[config.mk]
export PLATFORM = sky130hd
export DESIGN_NAME = opaddr_core
export DESIGN_NICKNAME = d
export VERILOG_FILES = /design/src/rtl/opaddr_pkg.sv /design/src/rtl/opaddr_decode.sv /design/src/rtl/opaddr_core.sv
export SDC_FILE = /design/constraint.sdc
export NUM_CORES = 1
export LEC_CHECK = 0
export ABC_AREA = 1
export BUFFER_PORTS_ARGS = -buffer_cell sky130_fd_sc_hd__buf_2
export CAP_MARGIN = 5
export CORE_ASPECT_RATIO = 0.8
export CORE_MARGIN = 2
export CORE_UTILIZATION = 62
export DETAILED_ROUTE_END_ITERATION = 7
export PLACE_DENSITY = 0.82
export SLEW_MARGIN = 20
export SYNTH_ARGS = -nofsm -noshare
export SYNTH_HDL_FRONTEND = slang
export SYNTH_HIERARCHICAL = 1
export SYNTH_SLANG_ARGS = --single-unit
[constraint.sdc]
create_clock -name core_clk_i -period 3.9 [get_ports core_clk_i]
set_clock_uncertainty 0.15 [all_clocks]
set_input_delay 0.195 -clock core_clk_i [delete_from_list [all_inputs] [get_ports core_clk_i]]
set_output_delay 0.195 -clock core_clk_i [all_outputs]
set_load 0.02 [all_outputs]
[src/rtl/opaddr_pkg.sv]
/*
  Shared constants and types for the operand addressing block: operation
  encodings, addressing forms, targets, field sizes and reset values.
  Assumes an 8-bit core with an external byte-wide data memory port.
*/
package opaddr_pkg;

  localparam int unsigned W           = 8;
  localparam logic [7:0]  RST_BYTE    = 8'h00;
  localparam logic [7:0]  RST_STATUS  = 8'h02;
  localparam logic [15:0] RST_PC      = 16'h0000;
  localparam int unsigned BANK_BIT    = 4;
  localparam logic [1:0]  LEN_ONE     = 2'h1;
  localparam logic [1:0]  LEN_TWO     = 2'h2;
  localparam logic [1:0]  LEN_THREE   = 2'h3;

  typedef enum logic [2:0] {
    OP_ADD, OP_AND, OP_OR, OP_XOR, OP_MOV
  } alu_op_e;

  typedef enum logic [2:0] {
    FORM_SRC_IMM, FORM_SRC_DIR, FORM_SRC_IDX, FORM_DST_DIR, FORM_DST_IDX, FORM_DST_DIR_IMM, FORM_NONE
  } form_e;

  typedef enum logic [1:0] {
    TGT_SUM, TGT_STATUS, TGT_STACK, TGT_OFFSET
  } target_e;

  // Decoded instruction
  typedef struct packed {
    form_e      form;
    alu_op_e    op;
    target_e    tgt;
    logic       reg_space;
    logic [1:0] len;
  } dec_s;

  // Memory request toward RAM or a register bank
  typedef struct packed {
    logic       rd;
    logic       wr;
    logic       reg_space;
    logic       bank;
    logic [7:0] addr;
    logic [7:0] wdata;
  } mem_req_s;

endpackage

[src/rtl/opaddr_decode.sv]
/*
  Opcode decoder: maps an opcode byte to addressing form, operation,
  target register, address space and instruction length.
  Purely combinational; fed by the fetch sequencer in opaddr_core.
*/
`timescale 1ns/1ps
module opaddr_decode
  import opaddr_pkg::*;
(
  input  wire logic [7:0]     opcode_i,
  output opaddr_pkg::dec_s    dec_o
);

  import opaddr_pkg::*;

  // Length is filled in after the table, from the form alone
  function automatic dec_s dec_entry(input form_e f, input alu_op_e o, input target_e t, input logic rs);
    return '{form: f, op: o, tgt: t, reg_space: rs, len: LEN_ONE};
  endfunction

  always_comb
  begin
    // Space comes from the opcode only, never from the operand [RQ12]
    case (opcode_i)
      8'h01:   dec_o = dec_entry(FORM_SRC_IMM,     OP_ADD, TGT_SUM,    1'b0);
      8'h02:   dec_o = dec_entry(FORM_SRC_DIR,     OP_ADD, TGT_SUM,    1'b0);
      8'h03:   dec_o = dec_entry(FORM_SRC_IDX,     OP_ADD, TGT_SUM,    1'b0);
      8'h04:   dec_o = dec_entry(FORM_DST_DIR,     OP_ADD, TGT_SUM,    1'b0);
      8'h05:   dec_o = dec_entry(FORM_DST_IDX,     OP_ADD, TGT_SUM,    1'b0);
      8'h06:   dec_o = dec_entry(FORM_DST_DIR_IMM, OP_ADD, TGT_SUM,    1'b0);
      8'h31:   dec_o = dec_entry(FORM_SRC_IMM,     OP_XOR, TGT_SUM,    1'b0);
      8'h32:   dec_o = dec_entry(FORM_SRC_DIR,     OP_XOR, TGT_SUM,    1'b0);
      8'h34:   dec_o = dec_entry(FORM_DST_DIR,     OP_XOR, TGT_SUM,    1'b0);
      8'h36:   dec_o = dec_entry(FORM_DST_DIR_IMM, OP_XOR, TGT_SUM,    1'b0);
      8'h2E:   dec_o = dec_entry(FORM_DST_DIR_IMM, OP_OR,  TGT_SUM,    1'b0);
      8'h70:   dec_o = dec_entry(FORM_SRC_IMM,     OP_AND, TGT_STATUS, 1'b0);
      8'h71:   dec_o = dec_entry(FORM_SRC_IMM,     OP_OR,  TGT_STATUS, 1'b0);
      8'h38:   dec_o = dec_entry(FORM_SRC_IMM,     OP_ADD, TGT_STACK,  1'b0);
      8'h50:   dec_o = dec_entry(FORM_SRC_IMM,     OP_MOV, TGT_SUM,    1'b0);
      8'h57:   dec_o = dec_entry(FORM_SRC_IMM,     OP_MOV, TGT_OFFSET, 1'b0);
      8'h51:   dec_o = dec_entry(FORM_SRC_DIR,     OP_MOV, TGT_SUM,    1'b0);
      8'h52:   dec_o = dec_entry(FORM_SRC_IDX,     OP_MOV, TGT_SUM,    1'b0);
      8'h58:   dec_o = dec_entry(FORM_SRC_DIR,     OP_MOV, TGT_OFFSET, 1'b0);
      8'h59:   dec_o = dec_entry(FORM_SRC_IDX,     OP_MOV, TGT_OFFSET, 1'b0);
      8'h5D:   dec_o = dec_entry(FORM_SRC_DIR,     OP_MOV, TGT_SUM,    1'b1);
      8'h5E:   dec_o = dec_entry(FORM_SRC_IDX,     OP_MOV, TGT_SUM,    1'b1);
      8'h53:   dec_o = dec_entry(FORM_DST_DIR,     OP_MOV, TGT_SUM,    1'b0);
      8'h54:   dec_o = dec_entry(FORM_DST_IDX,     OP_MOV, TGT_SUM,    1'b0);
      8'h5A:   dec_o = dec_entry(FORM_DST_DIR,     OP_MOV, TGT_OFFSET, 1'b0);
      8'h60:   dec_o = dec_entry(FORM_DST_DIR,     OP_MOV, TGT_SUM,    1'b1);
      8'h61:   dec_o = dec_entry(FORM_DST_IDX,     OP_MOV, TGT_SUM,    1'b1);
      8'h55:   dec_o = dec_entry(FORM_DST_DIR_IMM, OP_MOV, TGT_SUM,    1'b0);
      8'h62:   dec_o = dec_entry(FORM_DST_DIR_IMM, OP_MOV, TGT_SUM,    1'b1);
      default: dec_o = dec_entry(FORM_NONE,        OP_MOV, TGT_SUM,    1'b0);
    endcase
    case (dec_o.form)
      FORM_NONE:        dec_o.len = LEN_ONE;
      FORM_DST_DIR_IMM: dec_o.len = LEN_THREE;  // [RQ9]
      default:          dec_o.len = LEN_TWO;
    endcase
  end

endmodule

[src/rtl/opaddr_core.sv]
/*
  Operand addressing sequencer of an 8-bit core. Fetches opcode and
  operand bytes, resolves immediate, direct, indexed and direct-plus-
  immediate operands, reads and writes RAM or register space, and holds
  the working registers.
  Assumes code and data ports answer within the same cycle as a request and
  that unknown opcodes are skipped as one-byte no-ops.
*/
// Operation
// (RQ1) Immediate source into sum, status, stack or offset
// (RQ2) AND immediate into status combines with status
// (RQ3) Direct source address read, two bytes
// (RQ4) Indexed source address is operand plus offset
// (RQ5) Direct destination written from sum or offset
// (RQ6) Indexed destination written from sum register
// (RQ7) Memory destination leaves sum register unchanged
// (RQ8) Second operand byte immediate, first is destination
// (RQ9) Direct-immediate instructions are three bytes long
// (RQ10) Register space steered by bank select bit
// (RQ11) Offset register is eight bits wide
// (RQ12) Space chosen from opcode, not operand value
// (RQ13) Moves never read destination as source
`timescale 1ns/1ps
module opaddr_core
  import opaddr_pkg::*;
(
  input  wire logic                 core_clk_i,
  input  wire logic                 rstn_i,
  output logic [15:0]               code_addr_o,
  output logic                      code_rd_o,
  input  wire logic [7:0]           code_data_i,
  output opaddr_pkg::mem_req_s      mem_req_o,
  input  wire logic [7:0]           mem_rdata_i,
  output logic [7:0]                sum_holder_o,
  output logic [7:0]                offset_reg_o,
  output logic [7:0]                stack_top_ptr_o,
  output logic [7:0]                status_word_o,
  output logic                      instr_done_o
);

  import opaddr_pkg::*;

  typedef enum logic [2:0] {
    S_OPC, S_OPND1, S_OPND2, S_READ, S_EXEC
  } state_e;

  state_e      state_q;
  logic [15:0] pc_q;
  logic [7:0]  opc_q;
  logic [7:0]  opnd1_q;
  logic [7:0]  opnd2_q;
  logic [7:0]  sum_q;
  logic [7:0]  offset_q;   // [RQ11]
  logic [7:0]  stack_q;
  logic [7:0]  status_q;
  logic        done_q;
  mem_req_s    req_q;
  dec_s        dec;
  logic [7:0]  ea;
  logic [7:0]  src_reg;
  logic [7:0]  result;
  logic        is_dst;

  opaddr_decode u_dec (
    .opcode_i (opc_q),
    .dec_o    (dec)
  );

  function automatic logic [7:0] alu(input alu_op_e op, input logic [7:0] a, input logic [7:0] b);
    case (op)
      OP_ADD:  alu = 8'(a + b);
      OP_AND:  alu = a & b;
      OP_OR:   alu = a | b;
      OP_XOR:  alu = a ^ b;
      default: alu = b;
    endcase
  endfunction

  // Indexed forms add the offset register, wrapping within one page
  always_comb
  begin
    case (dec.form)
      FORM_SRC_IDX, FORM_DST_IDX: ea = 8'(opnd1_q + offset_q);  // [RQ4] [RQ6]
      default:                    ea = opnd1_q;                 // [RQ3] [RQ5] [RQ8]
    endcase
  end

  assign is_dst  = (dec.form == FORM_DST_DIR) || (dec.form == FORM_DST_IDX) || (dec.form == FORM_DST_DIR_IMM);
  assign src_reg = (dec.tgt == TGT_OFFSET) ? offset_q : sum_q;

  // Result for the execute cycle; moves pass the source through untouched
  always_comb
  begin
    case (dec.form)
      FORM_SRC_IMM:
        case (dec.tgt)
          TGT_STATUS: result = alu(dec.op, status_q, opnd1_q);  // [RQ2]
          TGT_STACK:  result = alu(dec.op, stack_q, opnd1_q);
          TGT_OFFSET: result = alu(dec.op, offset_q, opnd1_q);
          default:    result = alu(dec.op, sum_q, opnd1_q);     // [RQ1]
        endcase
      FORM_SRC_DIR, FORM_SRC_IDX: result = alu(dec.op, src_reg, mem_rdata_i);  // [RQ3] [RQ4]
      FORM_DST_DIR:               result = alu(dec.op, mem_rdata_i, src_reg);  // [RQ5] [RQ13]
      FORM_DST_IDX:               result = alu(dec.op, mem_rdata_i, sum_q);    // [RQ6] [RQ13]
      FORM_DST_DIR_IMM:           result = alu(dec.op, mem_rdata_i, opnd2_q);  // [RQ8] [RQ13]
      default:                    result = RST_BYTE;
    endcase
  end

  assign code_addr_o = pc_q;
  assign code_rd_o   = (state_q == S_OPC) || (state_q == S_OPND1) || (state_q == S_OPND2);

  always_ff @(posedge core_clk_i)
  begin
    if (!rstn_i)
      state_q <= S_OPC;
    else
      case (state_q)
        S_OPC:   state_q <= S_OPND1;
        S_OPND1:
          if (dec.form == FORM_NONE)
            state_q <= S_OPC;
          else if (dec.len == LEN_THREE)
            state_q <= S_OPND2;  // [RQ9]
          else if (dec.form == FORM_SRC_IMM)
            state_q <= S_EXEC;
          else
            state_q <= S_READ;
        S_OPND2: state_q <= S_READ;
        S_READ:  state_q <= S_EXEC;
        S_EXEC:  state_q <= S_OPC;
        default: state_q <= S_OPC;
      endcase
  end

  // Opcode byte is captured at the end of the cycle in which S_OPC presents the address
  always_ff @(posedge core_clk_i)
  begin
    if (!rstn_i)
    begin
      pc_q    <= RST_PC;
      opc_q   <= RST_BYTE;
      opnd1_q <= RST_BYTE;
      opnd2_q <= RST_BYTE;
    end
    else
      case (state_q)
        S_OPC:
        begin
          opc_q <= code_data_i;
          pc_q  <= 16'(pc_q + 16'h0001);
        end
        S_OPND1:
          if (dec.form != FORM_NONE)
          begin
            opnd1_q <= code_data_i;
            pc_q    <= 16'(pc_q + 16'h0001);
          end
        S_OPND2:
        begin
          opnd2_q <= code_data_i;
          pc_q    <= 16'(pc_q + 16'h0001);
        end
        default: pc_q <= pc_q;
      endcase
  end

  // Unknown opcodes peek at the next byte but leave it for the next fetch
  always_ff @(posedge core_clk_i)
  begin
    if (!rstn_i)
      req_q <= '0;
    else
    begin
      req_q           <= '0;
      req_q.reg_space <= dec.reg_space;          // [RQ12]
      req_q.bank      <= status_q[BANK_BIT];     // [RQ10]
      req_q.addr      <= ea;
      if (state_q == S_READ && !(is_dst && dec.op == OP_MOV))
        req_q.rd <= 1'b1;                        // [RQ13]
      if (state_q == S_EXEC && is_dst)
      begin
        req_q.wr    <= 1'b1;                     // [RQ5] [RQ6] [RQ8]
        req_q.wdata <= result;
      end
    end
  end

  assign mem_req_o = req_q;

  // Working registers; memory destinations never touch sum_q
  always_ff @(posedge core_clk_i)
  begin
    if (!rstn_i)
    begin
      sum_q    <= RST_BYTE;
      offset_q <= RST_BYTE;
      stack_q  <= RST_BYTE;
      status_q <= RST_STATUS;
    end
    else if (state_q == S_EXEC && !is_dst)  // [RQ7]
      case (dec.tgt)
        TGT_STATUS: status_q <= result;     // [RQ2]
        TGT_STACK:  stack_q  <= result;     // [RQ1]
        TGT_OFFSET: offset_q <= result;     // [RQ1] [RQ3] [RQ4]
        default:    sum_q    <= result;     // [RQ1] [RQ3] [RQ4]
      endcase
  end

  always_ff @(posedge core_clk_i)
  begin
    if (!rstn_i)
      done_q <= 1'b0;
    else
      done_q <= (state_q == S_EXEC) || (state_q == S_OPND1 && dec.form == FORM_NONE);
  end

  assign sum_holder_o    = sum_q;
  assign offset_reg_o    = offset_q;
  assign stack_top_ptr_o = stack_q;
  assign status_word_o   = status_q;
  assign instr_done_o    = done_q;

endmodule

==> results of run 1 <==
[metrics by stage]
| step | utilization | power, uW | hold WS [ns] | worst slack, ns | area [um^2] |
|---|---|---|---|---|---|
| after floorplan | - | 4070 | 0.180 | 0.436 | 9740 |
| after global placement | 0.697 | 5220 | 0.315 | 0.151 | 10600 |
| after detailed placement | 0.697 | 5270 | 0.329 | -0.0268 | 10600 |
| after CTS | 0.718 | 6230 | 0.00926 | 0.0549 | 10900 |
| after global routing | 0.723 | 6860 | 0.0167 | 0.0144 | 11000 |
| final | 0.723 | 6440 | 0.0193 | 0.247 | 11000 |
[cell families after synthesis]
logic type | count (synthesis) | share of synthesized area
AND/OR/NAND/NOR | 684 | 0.309
AO/OA/AOI/OAI | 337 | 0.197
buffers and inverters | 297 | 0.125
adder cells (fa/ha/maj) | 126 | 0.166
flip-flops | 96 | 0.197
XOR/XNOR | 5 | 0.00450
[power by group]
part	total (uW)	internal, uW	leakage (uW)	switching (uW)
combinational	4150	1310	0.00441	2840
sequential	1330	1130	0.000780	198
clock	952	462	0.000150	490
[metal layers]
layer,vias to the layer above,track usage,share of wire
li1,5292,-,-
met1,4892,0.547,0.42
met2,748,0.623,0.41
met3,110,0.125,0.14
met4,0,0.167,0.035
met5,-,0,0
[final cells by class]
class | instances | share of cell area
clock buffers | 9 | 0.0205
clock inverters | 7 | 0.00742
inverters | 255 | 0.0875
multi-input cells | 1152 | 0.608
flip-flops and latches | 96 | 0.175
well taps | 210 | 0.0240
repair buffers | 132 | 0.0771
[layout by cell type, fill, tap and decap left out, types with 9 or more instances in the layout]
cell,n
a211oi_1,13
a21oi_1,151
buf_2,87
buf_4,37
clkbuf_16,9
dfxtp_1,94
ha_1,115
inv_1,239
inv_2,9
nand2_1,343
nand3_1,121
nand4_1,26
nor2_1,120
nor2_2,9
nor2_4,10
nor3_1,15
o2111ai_1,9
o211ai_1,11
o21ai_0,81
o21ai_1,19
o22ai_1,19
or2_2,12
[worst max-delay path, delay by kind of cell (launching register included)]
family | cells | cell delay [ns]
AOI/OAI and AO/OA | 4 | 0.77
adders and majority gates | 1 | 0.37
buffers and inverters | 7 | 0.94
DFF | 1 | 0.38
and+or+nand+nor | 10 | 0.90
[worst max path at each step]
stage,slack [ns],from,cells past startpoint,endpoint
after global routing,0.01,opc_q[0],21,stack_top_ptr_o[7]
final,0.25,opc_q[0],22,sum_holder_o[5]
after global placement,0.15,opc_q[0],24,stack_top_ptr_o[6]
after CTS,0.05,opc_q[0],24,status_word_o[6]
after floorplan,0.44,opc_q[0],23,stack_top_ptr_o[6]
after detailed placement,-0.03,opc_q[0],24,status_word_o[6]
[state kept, by name, summed over array words and instances (netlist names)]
name and count:
code_addr_o 16, instr_done_o 1, mem_req_o 20, offset_reg_o 8, opc_q 8, opnd1_q 8, opnd2_q 8, stack_top_ptr_o 8
state_q 3, status_word_o 8, sum_holder_o 8
[repair_timing]
action                                 CTS  global route
setup buffers                            0             1
hold buffers                             1             0
endpoints found under the hold margin    1             0
setup endpoints to repair                3            38
resized for setup                        1            27
pin swaps                                0             4
==> run_results.csv, run 1 <==
group,metric,value,unit
critical_path,rrSetupSlack,0.25,ns
yosys,async_flop_share,0,
sta,relSlewSlack,0.444,
clock_tree,insertion_delay,0.36,ns
min_path,min_path_cells,3,
min_path,hp-class,"input pin to register",
grt,grt_pass1_vias,10374,
yosys,synth_edf_count,0,
pwr,leakagePower,0.00534,uW
floorplanning,core.rowCount,40,
critical_path,cp.arrival,3.76,ns
finish,layout-drive-gt1-share,0.134,
critical_path,r2r-end,"sum_holder_o[5]",
sta,finalCritPeriodShare,0.937,
critical_path,cp-end-kind,"register",
drt,avgViaCountPerCell,5.93,
sta,rsz0062_at_grt,"false",
yosys,synth_most_common_cell,"nand2_1",
sta,fin_setup_tns,0,ns
drt,wirelength,34.0,mm
yosys,synth_nets,1689,
placed_design,gp_congestion,0.985,
sta,fin_crit,3.65,ns
finish,areaGrowthSynthToFinish,12.6,%
sta,slew_viol_final,0,
finish,antenna_cells,0,
drt,num_vias,11042,
placed_design,io_buffers,87,
finish,stdcell_count,1861,
drt,postRouteAntennaNets,0,
floorplanning,die_h,116,um
drt,drc,0,
yosys,synth_seq_cells,96,
floorplanning,dieArea,16700,um^2
grt,overflow,0,
grt,grt_util_all_layers,0.410,
yosys,synth_warnings,6,
finish,multi_input_area,6670,um^2
yosys,yosys-top-cells-count,"nand2_1, inv_1, a21oi_1, nand3_1, nor2_1",
clock_tree,htree_levels,3,
placed_design,post-dp-hpwl,25.5,mm
drt,wl_per_cell,18.3,um
yosys,yosysTopAreaCell,"dfxtp_1",
yosys,netlist_instances,1545,
clock_tree,path_clk_slew,0.08,ns
grt,grt_pass1_wl,53.3,mm
critical_path,max_stage_delay,0.38,ns
yosys,synth_top_area_share,0.197,
min_path,min_to,"opc_q[1]",
floorplanning,die_w,144,um
clock_tree,cts_root_buffer,"clkbuf_16",
clock_tree,clock-sinks,96,
yosys,yosysSeqAreaShare,0.197,
pwr,power.density,587,nW/um^2
grt,antenna_found_initial,0,
yosys,synth_cell_types,49,
critical_path,crit_chain,"inv_1 -> ha_1 -> inv_1 -> nand2_1 -> inv_1 -> nor2_1 -> o21ai_0 -> nand3_1 -> a31oi_4 -> buf_4 -> nor2_4 -> inv_2 -> buf_12 -> nor2_1 -> a211oi_1 -> o21ai_0 -> nand2_1 -> nor2_1 -> nand2_1 -> nand3_1 -> nand2_1 -> inv_1",
pwr,max-vdd-ir-drop,0.000523,V
critical_path,worstRegToRegCells,22,
run_status,status,"finished, final reports clean",
yosys,synth_flop_cell,"dfxtp_1",
drt,drtIter0Drc,1385,
sta,worst_slew_pin_slew,0.834,ns
drt,first_pass_iters,8,
critical_path,slowest_stage,"dfxtp_2",
run,cap_violations,0,
placed_design,placed_cells,1843,
finish,layout.nets,1790,
critical_path,path_class,"register to register",
floorplanning,coreArea,15200,um^2
floorplanning,start_util,0.642,
clock_tree,cts_buffers,9,
yosys,syn_area_per_cell,6.30,um^2
sta,hold_viol,0,
critical_path,cp_max_fo,14,
floorplanning,io-pin-count,88,
sta,max_freq,0.274,GHz
critical_path,cp-start-kind,"register",
grt,grt_start_max_net_pins,52,
critical_path,rr_startpoint,"opc_q[0]",
sta,setup_viol,0,
yosys,synthesis.area,9740,um^2
clock_tree,cts_tree,"done",
critical_path,cp.required,4.01,ns
finish,regArea,1920,um^2
clock_tree,cts.path.max_buffers,2,
finish,n_fill_cell,1314,
min_path,hp-start,"code_data_i[1]",
yosys,synth.area.top_cells,"dfxtp_1, ha_1, nand2_1",
No activity file was read; power rests on OpenSTA's default activity.
==> inputs of run 2 (changes only) <==
- clock period: 3.9 -> 4.05 ns (I/O delays scaled with it)
==> run_results.csv, run 2 (synthesis gave the netlist of run 1 again) <==
group,metric,value,unit
finish,mostFrequentLayoutCell,"nand2_1",
finish,final_cell_mix,"nand2_1, inv_1, a21oi_1",
run_status,violations,"design-rule violations",
grt,overflow,0,
critical_path,r2r-end,"stack_top_ptr_o[2]",
clock_tree,clock-sinks,96,
clock_tree,htree_levels,3,
sta,worst_slew_pin_slew,0.935,ns
critical_path,path_buf_inv,4,
drt,wl_per_cell,18.0,um
clock_tree,cts.path.max_buffers,2,
floorplanning,die_h,116,um
finish,largest_reg_flops,20,
critical_path,critical_path_depth,20,
critical_path,max_stage_delay,0.42,ns
critical_path,critPathLaunch,"opc_q[2]",
finish,antenna_cells,0,
clock_tree,cts_root_buffer,"clkbuf_16",
placed_design,io_buffers,87,
critical_path,cp.arrival,3.92,ns
finish,layout-drive-gt1-share,0.121,
floorplanning,coreArea,15200,um^2
pwr,leakagePower,0.00525,uW
floorplanning,core.rowCount,40,
critical_path,rrSetupSlack,0.25,ns
grt,grt_pass1_vias,9966,
finish,areaGrowthSynthToFinish,10.9,%
grt,grt_start_max_net_pins,52,
placed_design,placed_cells,1826,
grt,grt_pass1_wl,52.0,mm
sta,hold_viol,0,
critical_path,crit_chain,"nor2_1 -> nand3_1 -> nor3_2 -> a21o_1 -> nand2_1 -> buf_12 -> o21ai_0 -> inv_1 -> ha_2 -> inv_1 -> nor2_1 -> nor3_1 -> nor3_1 -> nand2_1 -> nand3_1 -> nand2_1 -> nor2_1 -> nand2_1 -> o21ai_1 -> inv_1",
sta,max_freq,0.263,GHz
placed_design,gp_congestion,1.04,
critical_path,cp-endpoint,"stack_top_ptr_o[2]",
critical_path,path_class,"register to register",
placed_design,placed_area,10400,um^2
drt,wirelength,33.2,mm
sta,fin_hold_ws,0.00628,ns
run,cap_violations,0,
drt,avgViaCountPerCell,5.97,
clock_tree,path_clk_slew,0.08,ns
critical_path,cp.required,4.17,ns
min_path,hp-class,"input pin to register",
pwr,power.density,561,nW/um^2
clock_tree,cts_buffers,9,
critical_path,cp_max_fo,19,
sta,setup_viol,0,
floorplanning,die_w,144,um
drt,drtIter0Drc,1496,
run_status,status,"finished, violations left",
floorplanning,start_util,0.642,
critical_path,cp-end-kind,"register",
grt,grt_util_all_layers,0.400,
grt,antenna_found_initial,1,
critical_path,cpMostUsedCell,"nand2_1",
finish,stdcell_count,1844,
sta,relSlewSlack,0.376,
finish,layout.nets,1773,
drt,first_pass_iters,8,
sta,slew_viol_final,0,
clock_tree,insertion_delay,0.37,ns
drt,drc,11,
sta,finalCritPeriodShare,0.939,
critical_path,cp_top_family,"simple AND/OR/NAND/NOR gates",
pwr,max-vdd-ir-drop,0.000498,V
placed_design,post-dp-hpwl,24.2,mm
finish,fin_area,10800,um^2
critical_path,rr_startpoint,"opc_q[2]",
critical_path,slowest_stage,"ha_2",
sta,fin_crit,3.80,ns
drt,postRouteAntennaNets,0,
drt,num_vias,11007,
floorplanning,io-pin-count,88,
floorplanning,dieArea,16700,um^2
critical_path,worstRegToRegCells,20,
critical_path,cp-start-kind,"register",
clock_tree,cts_tree,"done",
## run 2: final cells by class
class                      count  area, um^2
tap                          210         263
clock buffer                   9         225
timing repair buffer         115         711
fill                        1368        4370
sequential                    96        1920
clock inverter                 7        81.3
inverter                     255         957
multi-input combinational   1152        6640
## run 2: how the worst min path moves through the flow
stage                               from        endpoint  slack, ns  cells after the start
after detailed placement  code_addr_o[4]  code_addr_o[4]       0.32                      2
after CTS                 code_data_i[1]        opc_q[1]       0.01                      3
after floorplan           code_data_i[4]        opc_q[4]       0.19                      2
final                     code_data_i[1]        opc_q[1]      0.006                      3
after global placement    code_addr_o[4]  code_addr_o[4]       0.31                      2
after global routing      code_data_i[1]        opc_q[1]       0.01                      3
## run 2: timing repair
action                                  4_1_cts  5_1_grt
setup buffers                                 0        1
endpoints found under the setup margin        0       33
hold endpoints to repair                      1        0
hold buffers                                  1        0
gates resized for setup                       0       19
## run 2: where the power goes
group	internal [uW]	leakage, uW	switching (uW)	total (uW)
clock network	443	0.000150	469	912
logic	1200	0.00432	2660	3860
registers	1090	0.000780	198	1290
## run 2: worst reg2reg max path, delay by kind of cell (launching register included)
family / cells / cell delay (ns)
adders and majority gates: 1 / 0.42
and+or+nand+nor: 12 / 1.73
DFF: 1 / 0.41
buffers and inverters: 4 / 0.42
AOI/OAI and AO/OA: 3 / 0.57
## run 2: metal layers
| metal | wire (um) | global-route usage | vias up |
|---|---|---|---|
| met5 | 0 | 0 | - |
| met4 | 1130 | 0.170 | 0 |
| met3 | 4760 | 0.107 | 107 |
| met2 | 13700 | 0.591 | 764 |
| met1 | 13700 | 0.553 | 4872 |
| li1 | - | - | 5264 |
## run 2: metrics by stage
stage                     worst slack [ns]  power, uW   util  setup TNS (ns)
after floorplan                      0.586       3920      -               0
after global placement               0.169       4920  0.687               0
after detailed placement            0.0664       4970  0.687               0
after CTS                           0.0105       5890  0.708               0
after global routing               -0.0205       6480  0.712         -0.0599
final                                0.246       6060  0.712               0
